`src/ccmp_map.vh`:
```
// Register map, field layout and reset values of the compare channel
`ifndef CCMP_MAP_VH
`define CCMP_MAP_VH
// Register byte offsets
`define CCMP_CTRL_OFF 12'h000
`define CCMP_CMPV_OFF 12'h004
`define CCMP_STAT_OFF 12'h008
`define CCMP_MASK_OFF 12'h00C
`define CCMP_CONV_OFF 12'h010
`define CCMP_INFO_OFF 12'h014
// Control register fields
`define CCMP_CTRL_MODE_LSB 0
`define CCMP_CTRL_MODE_MSB 3
`define CCMP_CTRL_TSEL_LSB 4
`define CCMP_CTRL_TSEL_MSB 5
`define CCMP_CTRL_DIR_BIT 6
`define CCMP_CTRL_WIDTH 7
// Status and mask bits
`define CCMP_STAT_MATCH_BIT 0
`define CCMP_STAT_TRIG_BIT 1
`define CCMP_STAT_WIDTH 2
// Converter control
`define CCMP_CONV_EN_BIT 0
// Mode codes
`define CCMP_MODE_OFF 4'h0
`define CCMP_MODE_TOGGLE 4'h2
`define CCMP_MODE_SET 4'h8
`define CCMP_MODE_CLEAR 4'h9
`define CCMP_MODE_SWINT 4'hA
`define CCMP_MODE_TRIG 4'hB
// Timer select codes
`define CCMP_TSEL_FIRST 2'h0
`define CCMP_TSEL_THIRD 2'h1
`define CCMP_TSEL_FIFTH 2'h2
// Reset values
`define CCMP_CTRL_RST 7'h40
`define CCMP_CMPV_RST 16'h0000
`define CCMP_STAT_RST 2'h0
`define CCMP_MASK_RST 2'h0
`endif

```
`src/ccmp_match.v`:
```
// Timer selection and rising-edge equality detector
`timescale 1ns/100ps
`include "ccmp_map.vh"
module ccmp_match (
  // Clock and reset
  input wire pclk,
  input wire presetn,
  // Timers and compare value
  input wire [15:0] timer1_count,
  input wire [15:0] timer3_count,
  input wire [15:0] timer5_count,
  input wire [1:0] timer_sel,
  input wire [15:0] compare_value,
  input wire arm,
  // Result
  output wire match_pulse,
  output wire [15:0] selected_count
);
  reg [15:0] sel_cnt;
  reg eq_prev_reg;
  wire eq;

  always @* begin
    case (timer_sel)
      `CCMP_TSEL_FIRST: sel_cnt = timer1_count;
      `CCMP_TSEL_THIRD: sel_cnt = timer3_count;
      `CCMP_TSEL_FIFTH: sel_cnt = timer5_count;
      default: sel_cnt = timer1_count;
    endcase
  end
  assign selected_count = sel_cnt;

  // Full-width equality, one timer per channel
  assign eq = arm && (sel_cnt == compare_value);

  always @(posedge pclk or negedge presetn) begin
    if (!presetn) begin
      eq_prev_reg <= 1'b0;
    end else begin
      eq_prev_reg <= eq;
    end
  end
  // Fire once on entry, not while timer sits on the value
  assign match_pulse = eq && !eq_prev_reg;
endmodule

```
`src/ccmp_pin.v`:
```
// Compare output latch and fuse-steered pin mux
`timescale 1ns/100ps
module ccmp_pin (
  // Clock and reset
  input wire pclk,
  input wire presetn,
  // Actions
  input wire do_set,
  input wire do_clear,
  input wire do_toggle,
  input wire force_low,
  input wire drive_pin,
  input wire pin_direction_bit,
  input wire output_pin_select_fuse,
  // Pins
  output reg pin_a_out,
  output reg pin_a_oe,
  output reg pin_b_out,
  output reg pin_b_oe,
  output wire latch_level
);
  reg latch_reg;
  wire oe;

  always @(posedge pclk or negedge presetn) begin
    if (!presetn) begin
      latch_reg <= 1'b0;
    end else if (force_low) begin
      latch_reg <= 1'b0;
    end else if (do_set) begin
      latch_reg <= 1'b1;
    end else if (do_clear) begin
      latch_reg <= 1'b0;
    end else if (do_toggle) begin
      latch_reg <= !latch_reg;
    end
  end
  assign latch_level = latch_reg;

  // Pin driven only when direction bit cleared
  assign oe = drive_pin && !pin_direction_bit;

  always @(posedge pclk or negedge presetn) begin
    if (!presetn) begin
      pin_a_out <= 1'b0;
      pin_a_oe <= 1'b0;
      pin_b_out <= 1'b0;
      pin_b_oe <= 1'b0;
    end else begin
      // Fuse picks which pin carries the output
      pin_a_out <= latch_reg && output_pin_select_fuse;
      pin_a_oe <= oe && output_pin_select_fuse;
      pin_b_out <= latch_reg && !output_pin_select_fuse;
      pin_b_oe <= oe && !output_pin_select_fuse;
    end
  end
endmodule

```
`src/ccmp_unit.v`:
```
// Compare channel top: APB registers, match actions, interrupt and trigger
//
// Chosen here: the APB register port and the placing of the registers.
`timescale 1ns/100ps
`include "ccmp_map.vh"

// Notes on behaviour
// - Compare full 16-bit compare value against full 16-bit selected timer count.
// - Timer is first, third or fifth timer, selected per channel.
// - A match performs one action picked by the 4-bit mode field.
// - Match flag sets in the same cycle the action applies.
// - Software-interrupt mode only flags; the latch is kept and the pin is released.
// - Writing zero to the whole control register forces the latch low.
// - A fuse bit in config byte three high selects the output pin.
// - Special event trigger starts conversion only when converter enabled.
// - Only the fifth standard channel offers the special event trigger.
// - Compare behaviour is the same for all five channels.
module ccmp_unit #(
  parameter CHANNEL_INDEX = 5
) (
  // APB
  input wire pclk,
  input wire presetn,
  input wire psel,
  input wire penable,
  input wire pwrite,
  input wire [11:0] paddr,
  input wire [31:0] pwdata,
  output wire pready,
  output reg [31:0] prdata,
  output wire pslverr,
  // Timers, same clock domain
  input wire [15:0] timer1_count,
  input wire [15:0] timer3_count,
  input wire [15:0] timer5_count,
  // Configuration fuse, static pin level
  input wire config_byte_three_high_pin,
  // Output pins
  output wire ccp_pin_a_out,
  output wire ccp_pin_a_oe,
  output wire ccp_pin_b_out,
  output wire ccp_pin_b_oe,
  // Converter and interrupt
  output reg conversion_start,
  output wire irq
);
  // ----------------------------------------
  // Register state
  // ----------------------------------------
  reg [`CCMP_CTRL_WIDTH-1:0] channel_control_reg;
  reg [15:0] compare_value_reg;
  reg [`CCMP_STAT_WIDTH-1:0] status_reg;
  reg [`CCMP_STAT_WIDTH-1:0] status_next;
  reg [`CCMP_STAT_WIDTH-1:0] mask_reg;
  reg converter_control_reg;
  reg fuse_meta_reg;
  reg fuse_sync_reg;
  reg force_low_reg;
  wire [3:0] channel_mode_field;
  wire [1:0] timer_sel;
  wire pin_direction_bit;
  wire converter_enable_bit;
  wire wr_en;
  wire rd_en;
  wire match_pulse;
  wire [15:0] selected_count;
  wire latch_level;
  wire mode_valid;
  wire has_trigger;
  wire do_set;
  wire do_clear;
  wire do_toggle;
  wire do_trig;
  wire drive_pin;

  assign channel_mode_field = channel_control_reg[`CCMP_CTRL_MODE_MSB:`CCMP_CTRL_MODE_LSB];
  assign timer_sel = channel_control_reg[`CCMP_CTRL_TSEL_MSB:`CCMP_CTRL_TSEL_LSB];
  assign pin_direction_bit = channel_control_reg[`CCMP_CTRL_DIR_BIT];
  assign converter_enable_bit = converter_control_reg;

  // Decoder reused for read mux and write strobes
  function is_reg;
    input [11:0] addr;
    input [11:0] off;
    begin
      is_reg = (addr == off);
    end
  endfunction

  // ----------------------------------------
  // APB slave
  // ----------------------------------------
  // Zero-wait slave: every access completes in its first access cycle
  assign pready = 1'b1;
  assign wr_en = psel && penable && pwrite;
  assign rd_en = psel && !penable && !pwrite;
  assign pslverr = psel && penable && !(is_reg(paddr, `CCMP_CTRL_OFF) || is_reg(paddr, `CCMP_CMPV_OFF) ||
    is_reg(paddr, `CCMP_STAT_OFF) || is_reg(paddr, `CCMP_MASK_OFF) ||
    is_reg(paddr, `CCMP_CONV_OFF) || is_reg(paddr, `CCMP_INFO_OFF));

  always @(posedge pclk or negedge presetn) begin
    if (!presetn) begin
      channel_control_reg <= `CCMP_CTRL_RST;
      compare_value_reg <= `CCMP_CMPV_RST;
      mask_reg <= `CCMP_MASK_RST;
      converter_control_reg <= 1'b0;
      force_low_reg <= 1'b0;
    end else begin
      force_low_reg <= 1'b0;
      if (wr_en && is_reg(paddr, `CCMP_CTRL_OFF)) begin
        channel_control_reg <= pwdata[`CCMP_CTRL_WIDTH-1:0];
        // Whole-register zero clears the output latch
        force_low_reg <= (pwdata[`CCMP_CTRL_WIDTH-1:0] == {`CCMP_CTRL_WIDTH{1'b0}});
      end
      if (wr_en && is_reg(paddr, `CCMP_CMPV_OFF)) begin
        compare_value_reg <= pwdata[15:0];
      end
      if (wr_en && is_reg(paddr, `CCMP_MASK_OFF)) begin
        mask_reg <= pwdata[`CCMP_STAT_WIDTH-1:0];
      end
      if (wr_en && is_reg(paddr, `CCMP_CONV_OFF)) begin
        converter_control_reg <= pwdata[`CCMP_CONV_EN_BIT];
      end
    end
  end

  // Read data captured in setup, stable through access
  always @(posedge pclk or negedge presetn) begin
    if (!presetn) begin
      prdata <= 32'h00000000;
    end else if (rd_en) begin
      if (is_reg(paddr, `CCMP_CTRL_OFF)) begin
        prdata <= {25'h0000000, channel_control_reg};
      end else if (is_reg(paddr, `CCMP_CMPV_OFF)) begin
        prdata <= {16'h0000, compare_value_reg};
      end else if (is_reg(paddr, `CCMP_STAT_OFF)) begin
        prdata <= {30'h0000000, status_reg};
      end else if (is_reg(paddr, `CCMP_MASK_OFF)) begin
        prdata <= {30'h0000000, mask_reg};
      end else if (is_reg(paddr, `CCMP_CONV_OFF)) begin
        prdata <= {31'h0000000, converter_control_reg};
      end else if (is_reg(paddr, `CCMP_INFO_OFF)) begin
        prdata <= {14'h0000, fuse_sync_reg, latch_level, selected_count};
      end else begin
        prdata <= 32'h00000000;
      end
    end
  end

  // ----------------------------------------
  // Fuse synchroniser
  // ----------------------------------------
  always @(posedge pclk or negedge presetn) begin
    if (!presetn) begin
      fuse_meta_reg <= 1'b0;
      fuse_sync_reg <= 1'b0;
    end else begin
      fuse_meta_reg <= config_byte_three_high_pin;
      fuse_sync_reg <= fuse_meta_reg;
    end
  end

  // ----------------------------------------
  // Match detection and action decode
  // ----------------------------------------
  // Compare path is identical for every channel index
  assign mode_valid = (channel_mode_field == `CCMP_MODE_TOGGLE) || (channel_mode_field == `CCMP_MODE_SET) ||
    (channel_mode_field == `CCMP_MODE_CLEAR) || (channel_mode_field == `CCMP_MODE_SWINT) ||
    (channel_mode_field == `CCMP_MODE_TRIG);
  assign has_trigger = (CHANNEL_INDEX == 5);

  ccmp_match u_match (
    .pclk(pclk),
    .presetn(presetn),
    .timer1_count(timer1_count),
    .timer3_count(timer3_count),
    .timer5_count(timer5_count),
    .timer_sel(timer_sel),
    .compare_value(compare_value_reg),
    .arm(mode_valid),
    .match_pulse(match_pulse),
    .selected_count(selected_count)
  );

  // Exactly one action per match
  assign do_toggle = match_pulse && (channel_mode_field == `CCMP_MODE_TOGGLE);
  assign do_set = match_pulse && (channel_mode_field == `CCMP_MODE_SET);
  assign do_clear = match_pulse && (channel_mode_field == `CCMP_MODE_CLEAR);
  assign do_trig = match_pulse && (channel_mode_field == `CCMP_MODE_TRIG) && has_trigger;
  // Software-interrupt mode releases the pin
  assign drive_pin = (channel_mode_field == `CCMP_MODE_TOGGLE) || (channel_mode_field == `CCMP_MODE_SET) ||
    (channel_mode_field == `CCMP_MODE_CLEAR);

  ccmp_pin u_pin (
    .pclk(pclk),
    .presetn(presetn),
    .do_set(do_set),
    .do_clear(do_clear),
    .do_toggle(do_toggle),
    .force_low(force_low_reg),
    .drive_pin(drive_pin),
    .pin_direction_bit(pin_direction_bit),
    .output_pin_select_fuse(fuse_sync_reg),
    .pin_a_out(ccp_pin_a_out),
    .pin_a_oe(ccp_pin_a_oe),
    .pin_b_out(ccp_pin_b_out),
    .pin_b_oe(ccp_pin_b_oe),
    .latch_level(latch_level)
  );

  // ----------------------------------------
  // Trigger and interrupt
  // ----------------------------------------
  always @(posedge pclk or negedge presetn) begin
    if (!presetn) begin
      conversion_start <= 1'b0;
    end else begin
      // Converter must be enabled
      conversion_start <= do_trig && converter_enable_bit;
    end
  end

  // Set wins over write-one-to-clear
  always @* begin
    status_next = status_reg;
    if (wr_en && is_reg(paddr, `CCMP_STAT_OFF)) begin
      status_next = status_next & ~pwdata[`CCMP_STAT_WIDTH-1:0];
    end
    if (match_pulse) begin
      status_next[`CCMP_STAT_MATCH_BIT] = 1'b1;
    end
    if (do_trig) begin
      status_next[`CCMP_STAT_TRIG_BIT] = 1'b1;
    end
  end

  always @(posedge pclk or negedge presetn) begin
    if (!presetn) begin
      status_reg <= `CCMP_STAT_RST;
    end else begin
      status_reg <= status_next;
    end
  end

  assign irq = |(status_reg & mask_reg);
endmodule

```
`config.mk`:
```
export PLATFORM = sky130hd
export DESIGN_NAME = ccmp_unit
export DESIGN_NICKNAME = d
export VERILOG_FILES = /design/src/ccmp_match.v /design/src/ccmp_pin.v /design/src/ccmp_unit.v
export VERILOG_INCLUDE_DIRS = /design/src
export SDC_FILE = /design/constraint.sdc
export NUM_CORES = 1
export LEC_CHECK = 0
export BUFFER_PORTS_ARGS = -buffer_cell sky130_fd_sc_hd__buf_2
export CORE_ASPECT_RATIO = 1.75
export CORE_MARGIN = 2
export CORE_UTILIZATION = 44
export CTS_CLUSTER_DIAMETER = 80
export DETAILED_ROUTE_END_ITERATION = 12
export MAX_ROUTING_LAYER = met4
export PLACE_DENSITY = 0.77
export SETUP_SLACK_MARGIN = 0.4
export SLEW_MARGIN = 5
export SYNTH_ARGS = -nofsm -noshare
export SYNTH_HDL_FRONTEND = slang
export SYNTH_HIERARCHICAL = 1
export SYNTH_SLANG_ARGS = --single-unit
```
`constraint.sdc`:
```
create_clock -name pclk -period 2.85 [get_ports pclk]
set_clock_uncertainty 0.1 [all_clocks]
set_input_delay 0.4275 -clock pclk [delete_from_list [all_inputs] [get_ports pclk]]
set_output_delay 0.4275 -clock pclk [all_outputs]
set_load 0.005 [all_outputs]
```
==> results.sh <==
export IMPL_min_path_type="in -> async"
export IMPL_r2r_end="u_pin/latch_level"
export IMPL_multi_input_area_um2=1930
export IMPL_drt_pass1_iter_count=5
export IMPL_drc_errors=0
export IMPL_ys_warn_count=6
export IMPL_cts_sinks=56
export IMPL_die_x_um=69.9
export IMPL_synth_avg_cell_area_um2=9.91
export IMPL_drtIter0Drc=133
export IMPL_violations="setup timing"
export IMPL_routedWlPerCell_um=17.4
export IMPL_fin_nets=560
export IMPL_grt_busiest_layer="met2"
export IMPL_netlist_area_um2=3340
export IMPL_nFillCells=649
export IMPL_fin_cells=549
export IMPL_syn2layout_area_growth_pct=32.7
export IMPL_regToRegSetupSlack_ps=-130
export IMPL_period_share=1.05
export IMPL_final_cell_mix="buf_2, dfrtp_1, nand2_1"
export IMPL_synthSimpleGateAreaFrac=0.191
export IMPL_synth_adder_area_share=0.00749
export IMPL_reg2reg_depth=11
export IMPL_cp_max_fo=8
export IMPL_io_buffers=106
export IMPL_slew_headroom=0.553
export IMPL_numCtsBuffers=5
export IMPL_maxCapViolCount=0
export IMPL_gp_congestion=0.859
export IMPL_use_met2=0.438
export IMPL_yosys_most_used_dff="dfrtp_1"
export IMPL_placedCellCount=534
export IMPL_cts_tree="built"
export IMPL_rows=42
export IMPL_grt_max_degree=31
export IMPL_met1_usage=0.245
export IMPL_slew_violations=0
export IMPL_largest_register_ffs=18
export IMPL_grt_pass1_wl_um=15100
export IMPL_synth_seq_cells=56
export IMPL_status="finished, violations left"
export IMPL_seq_area_um2=1400
export IMPL_synth_mux_area_frac=0.121
export IMPL_first_global_vias=3144
export IMPL_layout_drive_gt1_share=0.430
export IMPL_synth_edf_count=0
export IMPL_postSynthCellCount=337
export IMPL_clk_latency_ps=300
export IMPL_cp_data_required_time_ps=2970
export IMPL_worst_pin_slew_ps=666
export IMPL_path_clk_slew_ps=80
export IMPL_cts_root_buffer="clkbuf_16"
export IMPL_yosysSeqAreaShare=0.420
export IMPL_cp_start_kind="flop"
export IMPL_die_h_um=119
export IMPL_setup_viol=2
export IMPL_ant_nets=0
export IMPL_synth_top_family_by_area="simple AND/OR/NAND/NOR gates"
export IMPL_r2r_start="channel_control_reg[4]"
export IMPL_die_area_um2=8330
export IMPL_yosysTopAreaCell="dfrtp_1"
export IMPL_cts_htree_levels=2
export IMPL_cp_arrival_ps=3100
export IMPL_max_freq_mhz=335
export IMPL_power_density_nw_per_um2=370
export IMPL_start_util=0.448
export IMPL_synth_async_reset_ratio=1.00
export IMPL_vias=3091
export IMPL_grtUsageTotal=0.240
export IMPL_num_io_pins=138
export IMPL_period_minus_slack_ps=2980
export IMPL_hold_buffers=0
export IMPL_setup_slack_ps=-131
export IMPL_path_class="reg -> reg"
export IMPL_rsz0062_at_grt="true"
export IMPL_core_um2=7460
export IMPL_grt_overflow=0
export IMPL_clock_path_buffers=2
export IMPL_synth_area_leaders="dfrtp_1, mux2_2, nand2_1"
export IMPL_synth_top_cell_area_share=0.412
export IMPL_worstSetupEndpointType="flop"
export IMPL_ir_worst_vdd_v=0.000386
export IMPL_wl_um=9530
export IMPL_via_per_inst=5.63
export IMPL_n_antenna_cell=0
export IMPL_synth_cell_type_count=62
export IMPL_hpwl_um=7100
export IMPL_synth_compound_area_frac=0.170
export IMPL_use_met3=0.0305
export IMPL_antenna_found_initial=0
export IMPL_power_leakage_nw=2.17
export IMPL_hold_viol_final=0
export IMPL_power_mw=1.64
export IMPL_yosys_area_share_xor_xnor=0.0184
export IMPL_final_common_cell="buf_2"
-- cells in the mapped netlist, types with 6 or more instances --
cell,n
dfrtp_1,55
mux2_2,25
a21oi_1,8
a22oi_1,8
nand2b_1,6
xnor2_1,6
clkbuf_1,7
buf_4,16
nor2b_1,9
mux2i_1,10
o21ai_0,27
nand2_1,39
inv_1,8
nor3_1,8
nor2_1,10
-- final cells by class --
class	count	area share
inverters	8	0.00678
clock buffers	5	0.0282
clock inverters	3	0.00621
well taps	88	0.0248
flip-flops and latches	56	0.316
repair buffers	134	0.182
multi-input cells	255	0.436
-- report_power, final --
group | switching (mW) | internal [mW]
logic | 0.106 | 0.0856
clock network | 0.315 | 0.334
registers | 0.00281 | 0.798
total | 0.424 | 1.22
-- how the worst max path moves through the flow --
| stage | start | to | slack (ps) | cells past startpoint |
|---|---|---|---|---|
| 6_report | channel_control_reg[4] | u_pin/latch_level | -130 | 11 |
| 5_1_grt | channel_control_reg[5] | u_pin/latch_level | -250 | 12 |
| 4_1_cts | channel_control_reg[4] | u_pin/latch_level | -60 | 10 |
| 3_5_place_dp | channel_control_reg[5] | u_pin/latch_level | -110 | 11 |
| 3_3_place_gp | channel_control_reg[5] | u_pin/latch_level | -40 | 10 |
| 2_1_floorplan | channel_control_reg[5] | u_pin/latch_level | 100 | 12 |
-- logic make-up (layout without fill, tap and decap cells) --
logic type | Yosys count | count (layout)
AO/OA/AOI/OAI | 80 | 80
XOR/XNOR | 7 | 7
adder cells (fa/ha/maj) | 2 | 2
buffers and inverters | 39 | 150
flip-flops | 56 | 56
multiplexers | 37 | 37
other | 2 | 15
AND/OR/NAND/NOR | 114 | 114
-- repair_timing --
| item | CTS | global route |
|---|---|---|
| pin swaps | 4 | 3 |
| gates resized for setup | 11 | 15 |
| gates cloned | 0 | 0 |
| setup buffers | 6 | 1 |
| setup endpoints to repair | 4 | 5 |
-- layer usage --
layer	routed length [um]	vias up
met5	0	-
met3	472	15
met2	5310	119
met1	3430	1502
li1	-	1455
met4	325	0
-- per-stage QoR --
stage	worst slack, ps	utilization	hold WS, ps	cell area, um2	TNS (ps)
finish	-131	0.594	37.0	4430	-175
CTS	-57.2	0.585	56.1	4370	-57.2
global route	-255	0.594	87.2	4430	-498
detailed placement	-109	0.552	246	4120	-109
global placement	-43.7	0.552	236	4120	-43.7
floorplan	95.9	-	31.9	3500	0
-- worst max-delay path, stage by stage (launching register included) --
cell and delay (ps):
dfrtp_1 380, inv_2 60, ha_4 280, buf_6 140
a221o_1 290, a21oi_1 170, o211ai_1 100, or4_4 470
nor4_4 330, nor4b_4 270, xnor2_1 120, o31ai_2 180
No activity file was read; power rests on OpenSTA's default activity.
